**src/shared/icsi_pkg.sv**
```systemverilog
// Contract
// RQ1 - manual mode, pin select enabled: pin low picks first input, high second
// RQ2 - pin select disabled: register choice bit decides, pin level ignored; automatic mode follows the active input instead
// RQ3 - automatic mode: pin driven low for first input active, high for second
// RQ4 - both inputs in alarm, hold: indicator keeps last active input
// RQ5 - pin shows active input only while indicator output enable is 1
// RQ6 - indicator output enable 0: pin released to high impedance
// RQ7 - read-only status bit always mirrors active input
// RQ8 - output format field picks format; CMOS drives both pins in phase
// RQ9 - four PLL channels, each with its own pin, bits and status
package icsi_pkg;
  localparam int ICSI_NCH = 4;
  localparam logic [11:0] ICSI_OFF_CTRL = 12'h000;
  localparam logic [11:0] ICSI_OFF_STAT = 12'h004;
  localparam logic [11:0] ICSI_OFF_FMT = 12'h008;
  // control byte per channel: bit positions
  localparam int ICSI_B_AUTO = 0;
  localparam int ICSI_B_PINSEL = 1;
  localparam int ICSI_B_REGCH = 2;
  localparam int ICSI_B_IND_OE = 3;
  localparam int ICSI_CTRL_W = 8;
  localparam logic [31:0] ICSI_CTRL_RST = 32'h0000_0000;
  localparam logic [31:0] ICSI_FMT_RST = 32'h0000_0000;
  // status byte per channel
  localparam int ICSI_S_ACTIVE = 0;
  localparam int ICSI_S_HOLD = 1;
  localparam int ICSI_S_SEL = 2;
  typedef enum logic [1:0] {
    ICSI_FMT_PECL = 2'h0,
    ICSI_FMT_LVDS = 2'h1,
    ICSI_FMT_CML = 2'h2,
    ICSI_FMT_CMOS = 2'h3
  } icsi_fmt_t;
endpackage : icsi_pkg

```
**src/shared/icsi_ch_if.sv**
```systemverilog
`timescale 1ns/1ps
interface icsi_ch_if;
  logic auto_mode;
  logic pin_select_enable;
  logic register_input_choice;
  logic indicator_output_enable;
  logic [1:0] output_format_field;
  logic active_input_indicator;
  logic holding;
  logic chosen;
  modport ctl (output auto_mode, pin_select_enable, register_input_choice,
               indicator_output_enable, output_format_field,
               input active_input_indicator, holding, chosen);
  modport ch (input auto_mode, pin_select_enable, register_input_choice,
              indicator_output_enable, output_format_field,
              output active_input_indicator, holding, chosen);
endinterface : icsi_ch_if

```
**src/hdl/icsi_channel.sv**
```systemverilog
`timescale 1ns/1ps
module icsi_channel import icsi_pkg::*; (
  input wire logic clk_i,
  input wire logic rst_i,
  icsi_ch_if.ch cfg,
  input wire logic pin_in_i,
  input wire logic alarm1_i,
  input wire logic alarm2_i,
  input wire logic ref1_i,
  input wire logic ref2_i,
  output logic pin_out_o,
  output logic pin_oe_o,
  output logic sel_o,
  output logic [1:0] out_p_o,
  output logic [1:0] out_n_o
);
  logic pin_s1, pin_s2, active, next_active, sel, next_sel;
  logic po, next_po, poe, next_poe;
  logic [1:0] op, on, next_op, next_on;
  logic ref_clk;

  always_comb begin
    next_active = active;
    if (!alarm1_i && !alarm2_i) begin
      if (alarm1_i == alarm2_i && !active) next_active = active;
    end
    if (!active && alarm1_i && !alarm2_i) next_active = 1'b1;
    if (active && alarm2_i && !alarm1_i) next_active = 1'b0;
    // both in alarm: hold keeps last active input, see RQ4
    if (cfg.auto_mode) begin
      next_sel = next_active;
    end else if (cfg.pin_select_enable) begin
      next_sel = pin_s2; // see RQ1
    end else begin
      next_sel = cfg.register_input_choice; // see RQ2
    end
    if (!cfg.auto_mode) next_active = next_sel;
    next_poe = cfg.auto_mode && cfg.indicator_output_enable; // see RQ5, RQ6
    next_po = next_poe ? active : 1'b0; // see RQ3
    ref_clk = sel ? ref2_i : ref1_i;
    next_op = {2{ref_clk}};
    // CMOS: both pins in phase; differential: complement, see RQ8
    next_on = (cfg.output_format_field == ICSI_FMT_CMOS) ? {2{ref_clk}} : {2{~ref_clk}};
  end

  always_ff @(posedge clk_i) begin
    if (rst_i) begin
      pin_s1 <= 1'b0;
      pin_s2 <= 1'b0;
      active <= 1'b0;
      sel <= 1'b0;
      po <= 1'b0;
      poe <= 1'b0;
      op <= 2'h0;
      on <= 2'h0;
    end else begin
      pin_s1 <= pin_in_i;
      pin_s2 <= pin_s1;
      active <= next_active;
      sel <= next_sel;
      po <= next_po;
      poe <= next_poe;
      op <= next_op;
      on <= next_on;
    end
  end

  assign cfg.active_input_indicator = active; // see RQ7
  assign cfg.holding = cfg.auto_mode && alarm1_i && alarm2_i;
  assign cfg.chosen = sel;
  assign pin_out_o = po;
  assign pin_oe_o = poe;
  assign sel_o = sel;
  assign out_p_o = op;
  assign out_n_o = on;
endmodule : icsi_channel

```
**src/hdl/icsi_top.sv**
```systemverilog
// The register offsets and the AHB-Lite slave port were chosen for this implementation.
`timescale 1ns/1ps
module icsi_top import icsi_pkg::*; #(
  parameter int NCH = ICSI_NCH
) (
  input wire logic clk_i,
  input wire logic rst_i,
  input wire logic hsel_i,
  input wire logic [11:0] haddr_i,
  input wire logic [1:0] htrans_i,
  input wire logic hwrite_i,
  input wire logic [2:0] hsize_i,
  input wire logic [31:0] hwdata_i,
  input wire logic hready_i,
  output logic [31:0] hrdata_o,
  output logic hreadyout_o,
  output logic hresp_o,
  input wire logic [NCH-1:0] select_or_active_pin_i,
  output logic [NCH-1:0] select_or_active_pin_o,
  output logic [NCH-1:0] select_or_active_pin_oe_o,
  input wire logic [NCH-1:0] alarm1_i,
  input wire logic [NCH-1:0] alarm2_i,
  input wire logic [NCH-1:0] first_reference_input_i,
  input wire logic [NCH-1:0] second_reference_input_i,
  output logic [NCH-1:0] chosen_input_o,
  output logic [2*NCH-1:0] out_p_o,
  output logic [2*NCH-1:0] out_n_o
);
  logic [31:0] ctrl, next_ctrl, fmt, next_fmt, rdata, next_rdata, stat;
  logic wr_pend, next_wr_pend;
  logic [11:0] wr_addr, next_wr_addr;
  logic [NCH-1:0] al1_s1, al1_s2, al2_s1, al2_s2;
  logic [NCH-1:0] rf1_s1, rf1_s2, rf2_s1, rf2_s2;

  // alarms and reference levels come from outside this clock, so they are synchronised
  // first; the reference path pays two extra cycles of latency for that
  always_ff @(posedge clk_i) begin
    if (rst_i) begin
      al1_s1 <= '0;
      al1_s2 <= '0;
      al2_s1 <= '0;
      al2_s2 <= '0;
      rf1_s1 <= '0;
      rf1_s2 <= '0;
      rf2_s1 <= '0;
      rf2_s2 <= '0;
    end else begin
      al1_s1 <= alarm1_i;
      al1_s2 <= al1_s1;
      al2_s1 <= alarm2_i;
      al2_s2 <= al2_s1;
      rf1_s1 <= first_reference_input_i;
      rf1_s2 <= rf1_s1;
      rf2_s1 <= second_reference_input_i;
      rf2_s2 <= rf2_s1;
    end
  end

  // one independent channel per PLL, see RQ9
  for (genvar g = 0; g < NCH; g++) begin : g_ch
    icsi_ch_if cif ();
    logic [ICSI_CTRL_W-1:0] sbyte;
    assign cif.auto_mode = ctrl[g*ICSI_CTRL_W + ICSI_B_AUTO];
    assign cif.pin_select_enable = ctrl[g*ICSI_CTRL_W + ICSI_B_PINSEL];
    assign cif.register_input_choice = ctrl[g*ICSI_CTRL_W + ICSI_B_REGCH];
    assign cif.indicator_output_enable = ctrl[g*ICSI_CTRL_W + ICSI_B_IND_OE];
    assign cif.output_format_field = fmt[g*ICSI_CTRL_W +: 2];
    // each channel owns its own status byte, so one driver per slice
    always_comb begin
      sbyte = '0;
      sbyte[ICSI_S_ACTIVE] = cif.active_input_indicator; // see RQ7
      sbyte[ICSI_S_HOLD] = cif.holding;
      sbyte[ICSI_S_SEL] = cif.chosen;
    end
    assign stat[g*ICSI_CTRL_W +: ICSI_CTRL_W] = sbyte;
    icsi_channel u_ch (
      .clk_i(clk_i),
      .rst_i(rst_i),
      .cfg(cif.ch),
      .pin_in_i(select_or_active_pin_i[g]),
      .alarm1_i(al1_s2[g]),
      .alarm2_i(al2_s2[g]),
      .ref1_i(rf1_s2[g]),
      .ref2_i(rf2_s2[g]),
      .pin_out_o(select_or_active_pin_o[g]),
      .pin_oe_o(select_or_active_pin_oe_o[g]),
      .sel_o(chosen_input_o[g]),
      .out_p_o(out_p_o[2*g +: 2]),
      .out_n_o(out_n_o[2*g +: 2])
    );
  end

  // zero wait state slave: write lands in the data phase, read data registered
  always_comb begin
    next_ctrl = ctrl;
    next_fmt = fmt;
    next_rdata = rdata;
    next_wr_pend = 1'b0;
    next_wr_addr = wr_addr;
    if (wr_pend) begin
      if (wr_addr == ICSI_OFF_CTRL) next_ctrl = hwdata_i;
      if (wr_addr == ICSI_OFF_FMT) next_fmt = hwdata_i;
    end
    if (hsel_i && hready_i && htrans_i[1]) begin
      next_wr_pend = hwrite_i;
      next_wr_addr = haddr_i;
      unique case (haddr_i)
        ICSI_OFF_CTRL: next_rdata = next_ctrl;
        ICSI_OFF_STAT: next_rdata = stat;
        ICSI_OFF_FMT: next_rdata = next_fmt;
        default: next_rdata = 32'h0000_0000;
      endcase
    end
  end

  always_ff @(posedge clk_i) begin
    if (rst_i) begin
      ctrl <= ICSI_CTRL_RST;
      fmt <= ICSI_FMT_RST;
      rdata <= 32'h0000_0000;
      wr_pend <= 1'b0;
      wr_addr <= 12'h000;
    end else begin
      ctrl <= next_ctrl;
      fmt <= next_fmt;
      rdata <= next_rdata;
      wr_pend <= next_wr_pend;
      wr_addr <= next_wr_addr;
    end
  end

  assign hrdata_o = rdata;
  assign hreadyout_o = 1'b1;
  assign hresp_o = 1'b0;
endmodule : icsi_top

```
**config.mk**
```make
export PLATFORM = sky130hd
export DESIGN_NAME = icsi_top
export DESIGN_NICKNAME = d
export VERILOG_FILES = /design/src/shared/icsi_pkg.sv /design/src/shared/icsi_ch_if.sv /design/src/hdl/icsi_channel.sv /design/src/hdl/icsi_top.sv
export SDC_FILE = /design/constraint.sdc
export NUM_CORES = 1
export LEC_CHECK = 0
export ABC_AREA = 1
export BUFFER_PORTS_ARGS = -buffer_cell sky130_fd_sc_hd__buf_4
export CAP_MARGIN = 15
export CELL_PAD_IN_SITES_DETAIL_PLACEMENT = 1
export CELL_PAD_IN_SITES_GLOBAL_PLACEMENT = 2
export CORE_AREA = 2 2 144 160
export CTS_BUF_LIST = sky130_fd_sc_hd__clkbuf_16
export DETAILED_ROUTE_END_ITERATION = 10
export DIE_AREA = 0 0 146 162
export PLACE_DENSITY_LB_ADDON = 0.1
export SETUP_SLACK_MARGIN = 0.02
export SYNTH_ARGS = -nofsm -noshare
export SYNTH_HDL_FRONTEND = slang
export SYNTH_SLANG_ARGS = --single-unit
```
**constraint.sdc**
```tcl
create_clock -name clk_i -period 3.53 [get_ports clk_i]
set_input_delay 0.706 -clock clk_i [delete_from_list [all_inputs] [get_ports clk_i]]
set_output_delay 0.706 -clock clk_i [all_outputs]
set_load 0.01 [all_outputs]
```
# Word-level counts from Yosys, hierarchy flattened
# Index checks and enable logic that the tools add are counted.
dict set report totals {
  in_bits 74
  output_inout_bits 62
  register_bits 177
}
dict set report op_classes {
  muxes 33
  bitwise 9
  eq_ne 7
  reduce_logical 49
}
# operator n
set op_table {}
lappend op_table {{32-bit two-way mux} 4}
lappend op_table {{32-bit case mux with 3 select lines} 1}
lappend op_table {{1-bit logical AND} 30}
lappend op_table {{12-bit by 4-bit equality test with 1-bit output, second input constant} 2}
lappend op_table {{12-bit logical NOT} 2}
lappend op_table {{1-bit two-way mux} 24}
lappend op_table {{12-bit by 3-bit equality test with 1-bit output, second input constant} 1}
lappend op_table {{1-bit logical NOT} 12}
lappend op_table {{2-bit OR reduction} 5}
lappend op_table {{1-bit inverter} 9}
lappend op_table {{2-bit equality test, second input constant} 4}
lappend op_table {{2-bit two-way mux} 4}

# Logic depth before layout (Yosys ltp)
dict set report depth {
  word_depth 7
  ltp_mapped 11
  mapped_depth_nobuf 10
}

# Cells and area by module
# A second synthesis with hierarchy kept.
dict set report hier_totals {
  hier_cells 1079
  hier_area_um2 7363.3
}
# module area_per_inst_um2 cells_each instances seq_area_each_um2
set by_module_without_submodules {}
lappend by_module_without_submodules {icsi_top 6057.1 895 1 2822.7}
lappend by_module_without_submodules {icsi_channel 326.6 46 4 140.1}

# Worst setup path after synthesis
# No wires, ideal clock.
dict set report synth_path {
  kind {input port to flip-flop}
  startpoint {in haddr_i[6]}
  endpoint {reg rdata[1] (netlist: hrdata_o[1])}
  path_buffers 1
  required_time_ns 3.462
  t_arrival_ns 1.682
  cell_stages 10
  slack_ns 1.781
  cell_sequence {inv_1 > nand2_1 > nor2_1 > nand2_2 > nor2_4 > buf_2 > nand3_1 > nand3_1 > nand2_1 > a21oi_2}
}
dict set report synth_between {
  elab_chain_cells 2
  elab_cells_between_ends 4
  classes_between {eq/ne (2); mux (1); reduce/logical (1)}
}
# item line_no
set synth_lines {}
lappend synth_lines {{start, declared} icsi_top.sv:9} ;# input wire logic [11:0] haddr_i,
lappend synth_lines {{12-bit by 4-bit equality test with 1-bit output (tied with other cells)} icsi_top.sv:107} ;# unique case (haddr_i)
lappend synth_lines {{32-bit case mux with 3 select lines *} icsi_top.sv:107}
lappend synth_lines {{end signal, assigned} icsi_top.sv:126} ;# rdata <= next_rdata;
lappend synth_lines {{end, declared} icsi_top.sv:29} ;# logic [31:0] ctrl, next_ctrl, fmt, next_fmt, rdata, next_rdata, stat;
# Mark *: on every way between the ends. The rest lies on a longest branch, timed or not.
# A chain may end at the register's enable or synchronous reset.

# Worst setup path in the final report
dict set report layout_path {
  startpoint {reg wr_addr[11]}
  endpoint {reg rdata[1] (netlist: hrdata_o[1])}
}
dict set report layout_between {
  elab_chain_cells 4
  elab_cells_between_ends 7
  classes_between {eq/ne (1); mux (5); reduce/logical (1)}
}
# item line_no
set layout_lines {}
lappend layout_lines {{start, declared} icsi_top.sv:31} ;# logic [11:0] wr_addr, next_wr_addr;
lappend layout_lines {{start signal, assigned} icsi_top.sv:128} ;# wr_addr <= next_wr_addr;
lappend layout_lines {{12-bit by 4-bit equality test with 1-bit output / 12-bit logical NOT (equally long branches)} {icsi_top.sv:102, icsi_top.sv:101}}
lappend layout_lines {{32-bit two-way mux, on equally long branches} {icsi_top.sv:102, icsi_top.sv:101}}
lappend layout_lines {{32-bit two-way mux} icsi_top.sv:100} ;# if (wr_pend) begin
lappend layout_lines {{32-bit case mux with 3 select lines *} icsi_top.sv:107}
# Marked as above.

==> key figures <==
Outcome
  • Status: completed

Route
  • Vias per cell: 4.52
  • Via Count: 6386
  • Antenna viol nets, final: 0
  • Routed wire length: between 15000 and 20000 um
  • Average routed wire per standard cell: 13.8 um
  • DRC violations left: 0
  • Router iterations before antenna repair: 4
  • 1st-iter DRT viols: 278

Placement
  • Post-DP HPWL: 13000 um
  • Post-Place Cells: 1383
  • RD Place Congestion: between 0.7 and 0.8
  • DP Worst Slack: approximately 1.2 ns
  • Area post-placement: roughly 0.0082 sq mm
  • I/O Buffers: ~130

Floorplan
  • Core Area: around 0.022 sq mm
  • DIE AREA: roughly 0.024 sq mm
  • Die Height: between 150 and 200 um
  • FP Rows: between 50 and 60
  • Die X: 146 um
  • I/O pin cnt: 136
  • Initial Utilization: ~33%

Setup path
  • Reg-to-Reg Start: wr_addr[11]
  • Crit path top cell by count: nand2_1
  • Worst Setup Path Type: reg -> reg
  • Startpoint Class: flip-flop
  • Critical Path RT: between 3 and 4 ns
  • Register-to-register setup slack: between 1 and 1.5 ns
  • Crit path cell chain: nor2_1 > nand2_1 > nor2_4 > nand2_2 > nand2_1 > nand3_1 > nand3_1 > nand2_1 > a21oi_2
  • Reg2Reg Depth: 9
  • Crit. End Element: flip-flop
  • CP bufs+invs: 0
  • Worst r2r dst: hrdata_o[1]
  • Critical path peak fanout: 32
  • Crit path largest cell delay: 0.56 ns
  • Slowest cell on the critical path: nand2_2
  • Top delay family on crit path: simple AND/OR/NAND/NOR gates
  • Critical path arrival: approximately 2.5 ns

STA
  • Setup-failing EPs final: 0
  • Worst Max-Slew Pin Slew: approximately 0.8 ns
  • Final setup skew: approximately 0.0090 ns
  • Endpoints failing hold: 0
  • Tcrit/Tclk final: between 60% and 70%
  • Final Max Slew Viols: 0
  • Setup slack after layout: around 1.4 ns
  • Setup TNS: 0 ns
  • Max Clk Rate: 0.464 GHz
  • Tmin final: between 2 and 2.5 ns
  • Unrepaired setup endpoints after global routing: false
  • Slew margin rel.: a little under half

Logic synthesis
  • Post-synth EDFFs: 0
  • Cell area after synthesis: roughly 0.0072 sq mm
  • Syn_area_per_cell: just over 7 sq um
  • Top cell type's share of synthesized area: between 40 and 50%
  • Post-synthesis cell type count: 32
  • Ys Warns: 0
  • Synth Instances: between 1000 and 1500
  • Mapped Nets: 1094
  • Synth area leaders: dfxtp_1 (47%), nand2_1 (13%), nand3_1 (10%), inv_1 (7.8%), nor2_1 (6.2%)
  • FFs w/ async S/R, synth: 0%
  • Top FF cell, synth: dfxtp_1
  • Post-synth top area cell: dfxtp_1
  • Flops & latches, synth: roughly 170
  • Seq/Total Area, Yosys: a little under half

Finish
  • Fin nets: between 1000 and 1500
  • Diodes inserted: 0
  • Finished Layout Cells: ~1400
  • Fillers: roughly 2800
  • Layout Area Growth over Synthesis: 22.2%
  • Final non-filler cell area: 0.00880 sq mm
  • Layout cells sized above 1: ~17%

Worst hold path
  • WHS Path Cells: 2
  • Hold endpoint: al2_s2[2]
  • Worst hold start: al2_s1[2]
  • Hold crit path type: reg -> reg

CTS
  • Cts hold-fix bufs: 0
  • Clock buffer depth: 2
  • Clock sink count: approximately 170
  • Post-CTS Resized: 0
  • Clock transition at path regs: 0.07 ns
  • Postcts setup bufs: 0
  • Worst skew pair latency: 0.42 ns
  • Clk root buf: clkbuf_16
  • Num CTS Buffers: 17
  • CTS tree: done
  • Clock H-tree levels: 4

GRT
  • Gr usage total: ~17%
  • First-pass GRT wire length: between 30000 and 40000 um
  • Grt ovf: 0
  • Pin count of the biggest net entering global routing: 75
  • Vias in the first global route: around 6200
  • Initial antenna violation count: 0

Pwr
  • Peak VDD IR: about 320 uV
  • Pwr/cell area: 468 mW/mm^2
  • Total power: 0.00412 W
  • P_leak: 4.08 nW

Flow run
  • Max cap viols: 0
cells by family (layout without fill, tap and decap cells):
kind of cell | Yosys count | after routing | share of synthesized area (%)
other cells | 2 | 2 | 0.104
compound gates | 66 | 66 | 5.00
simple gates | 552 | 552 | 33.2
buf+inv | 227 | 326 | 14.2
flops | 169 | 169 | 47.0
mux | 4 | 4 | 0.556
flip-flops by register name, indices dropped and copies added, names as in the netlist:
signal / cells
al1_s1: 4
al1_s2: 4
al2_s1: 4
al2_s2: 4
ctrl: 32
fmt: 32
g_ch.u_ch.cfg.active_input_indicator: 1
g_ch.u_ch.cfg.chosen: 3
g_ch.u_ch.out_n_o: 4
g_ch.u_ch.out_p_o: 4
g_ch.u_ch.pin_oe_o: 4
g_ch.u_ch.pin_out_o: 4
g_ch.u_ch.pin_s1: 4
g_ch.u_ch.pin_s2: 4
hrdata_o: 32
rf1_s1: 4
rf1_s2: 4
rf2_s1: 4
rf2_s2: 4
wr_addr: 12
wr_pend: 1
through the flow:
step                util (%)  hold slack [ns]
floorplan                  -            0.388
global placement        37.4            0.390
detailed placement      37.4            0.396
CTS                     40.1            0.406
global route            40.1            0.413
finish                  40.1            0.404
cells in the final DEF (no fill, tap or decap):
master	Yosys	routed
nand2_1	251	251
dfxtp_1	169	169
nand3_1	151	150
inv_1	149	149
buf_4	31	139
nor2_1	119	119
a21oi_1	51	51
clkbuf_16	0	17
inv_6	0	6
nor2_4	4	5
nor3_1	5	5
o211ai_1	5	5
o21ai_0	5	5
and2_1	4	4
a21oi_2	4	4
mux2i_1	4	4
nor3b_1	4	4
nand3_2	2	3
nand2_2	3	3
inv_2	3	3
nand4_1	3	3
clkinv_1	2	2
conb_1	2	2
bufinv_16	0	2
clkinv_2	0	2
inv_8	0	2
clkinv_4	0	2
nor2_8	1	1
nand2_4	1	1
nor3_2	1	1
and3_1	1	1
a211oi_1	1	1
nor4_1	1	1
buf_6	5	1
buf_12	0	1
worst max path at each step:
stage / start / to / slack [ns] / cells past startpoint
2_1_floorplan: haddr_i[6] / hrdata_o[1] / 1.78 / 10
3_3_place_gp: haddr_i[11] / hrdata_o[16] / 1.20 / 10
3_5_place_dp: haddr_i[11] / hrdata_o[16] / 1.19 / 10
4_1_cts: wr_addr[11] / hrdata_o[1] / 1.30 / 9
5_1_grt: wr_addr[8] / hrdata_o[25] / 1.05 / 9
6_report: wr_addr[11] / hrdata_o[1] / 1.37 / 9
worst min-delay path, delay by kind of cell (launching register included):
family | cells | cell delay (ns)
buffers and inverters | 1 | 0.04
flip-flops | 1 | 0.30
AND/OR/NAND/NOR | 1 | 0.03
routing by layer:
layer	track usage, %	wire (um)
met1	22.4	9560
met5	0	0
met3	3.31	637
met4	5.30	290
met2	28.6	9070
area by class of cell:
class	count	area [sq um]	share of cell area [%]
clock inverter	14	163	1.85
tap	295	369	4.20
clock buffer	17	425	4.84
inverter	154	578	6.57
sequential	169	3380	38.5
multi-input combinational	624	2810	31.9
timing repair buffer	141	1070	12.2
synthesized netlist by cell type, types with 4 or more instances:
cell,number
a21oi_1,51
a21oi_2,4
and2_1,4
buf_2,13
buf_4,31
buf_6,5
clkbuf_1,21
dfxtp_1,169
inv_1,149
mux2i_1,4
nand2_1,251
nand3_1,151
nor2_1,119
nor2_4,4
nor3_1,5
nor3b_1,4
o211ai_1,5
o21ai_0,5
power by group:
group          switching, W  total [W]  internal [W]
Sequential        0.0000169    0.00196       0.00194
Clock              0.000825    0.00189       0.00106
Combinational      0.000171   0.000273      0.000103
Note: power is estimated with default switching activity, not from simulation.
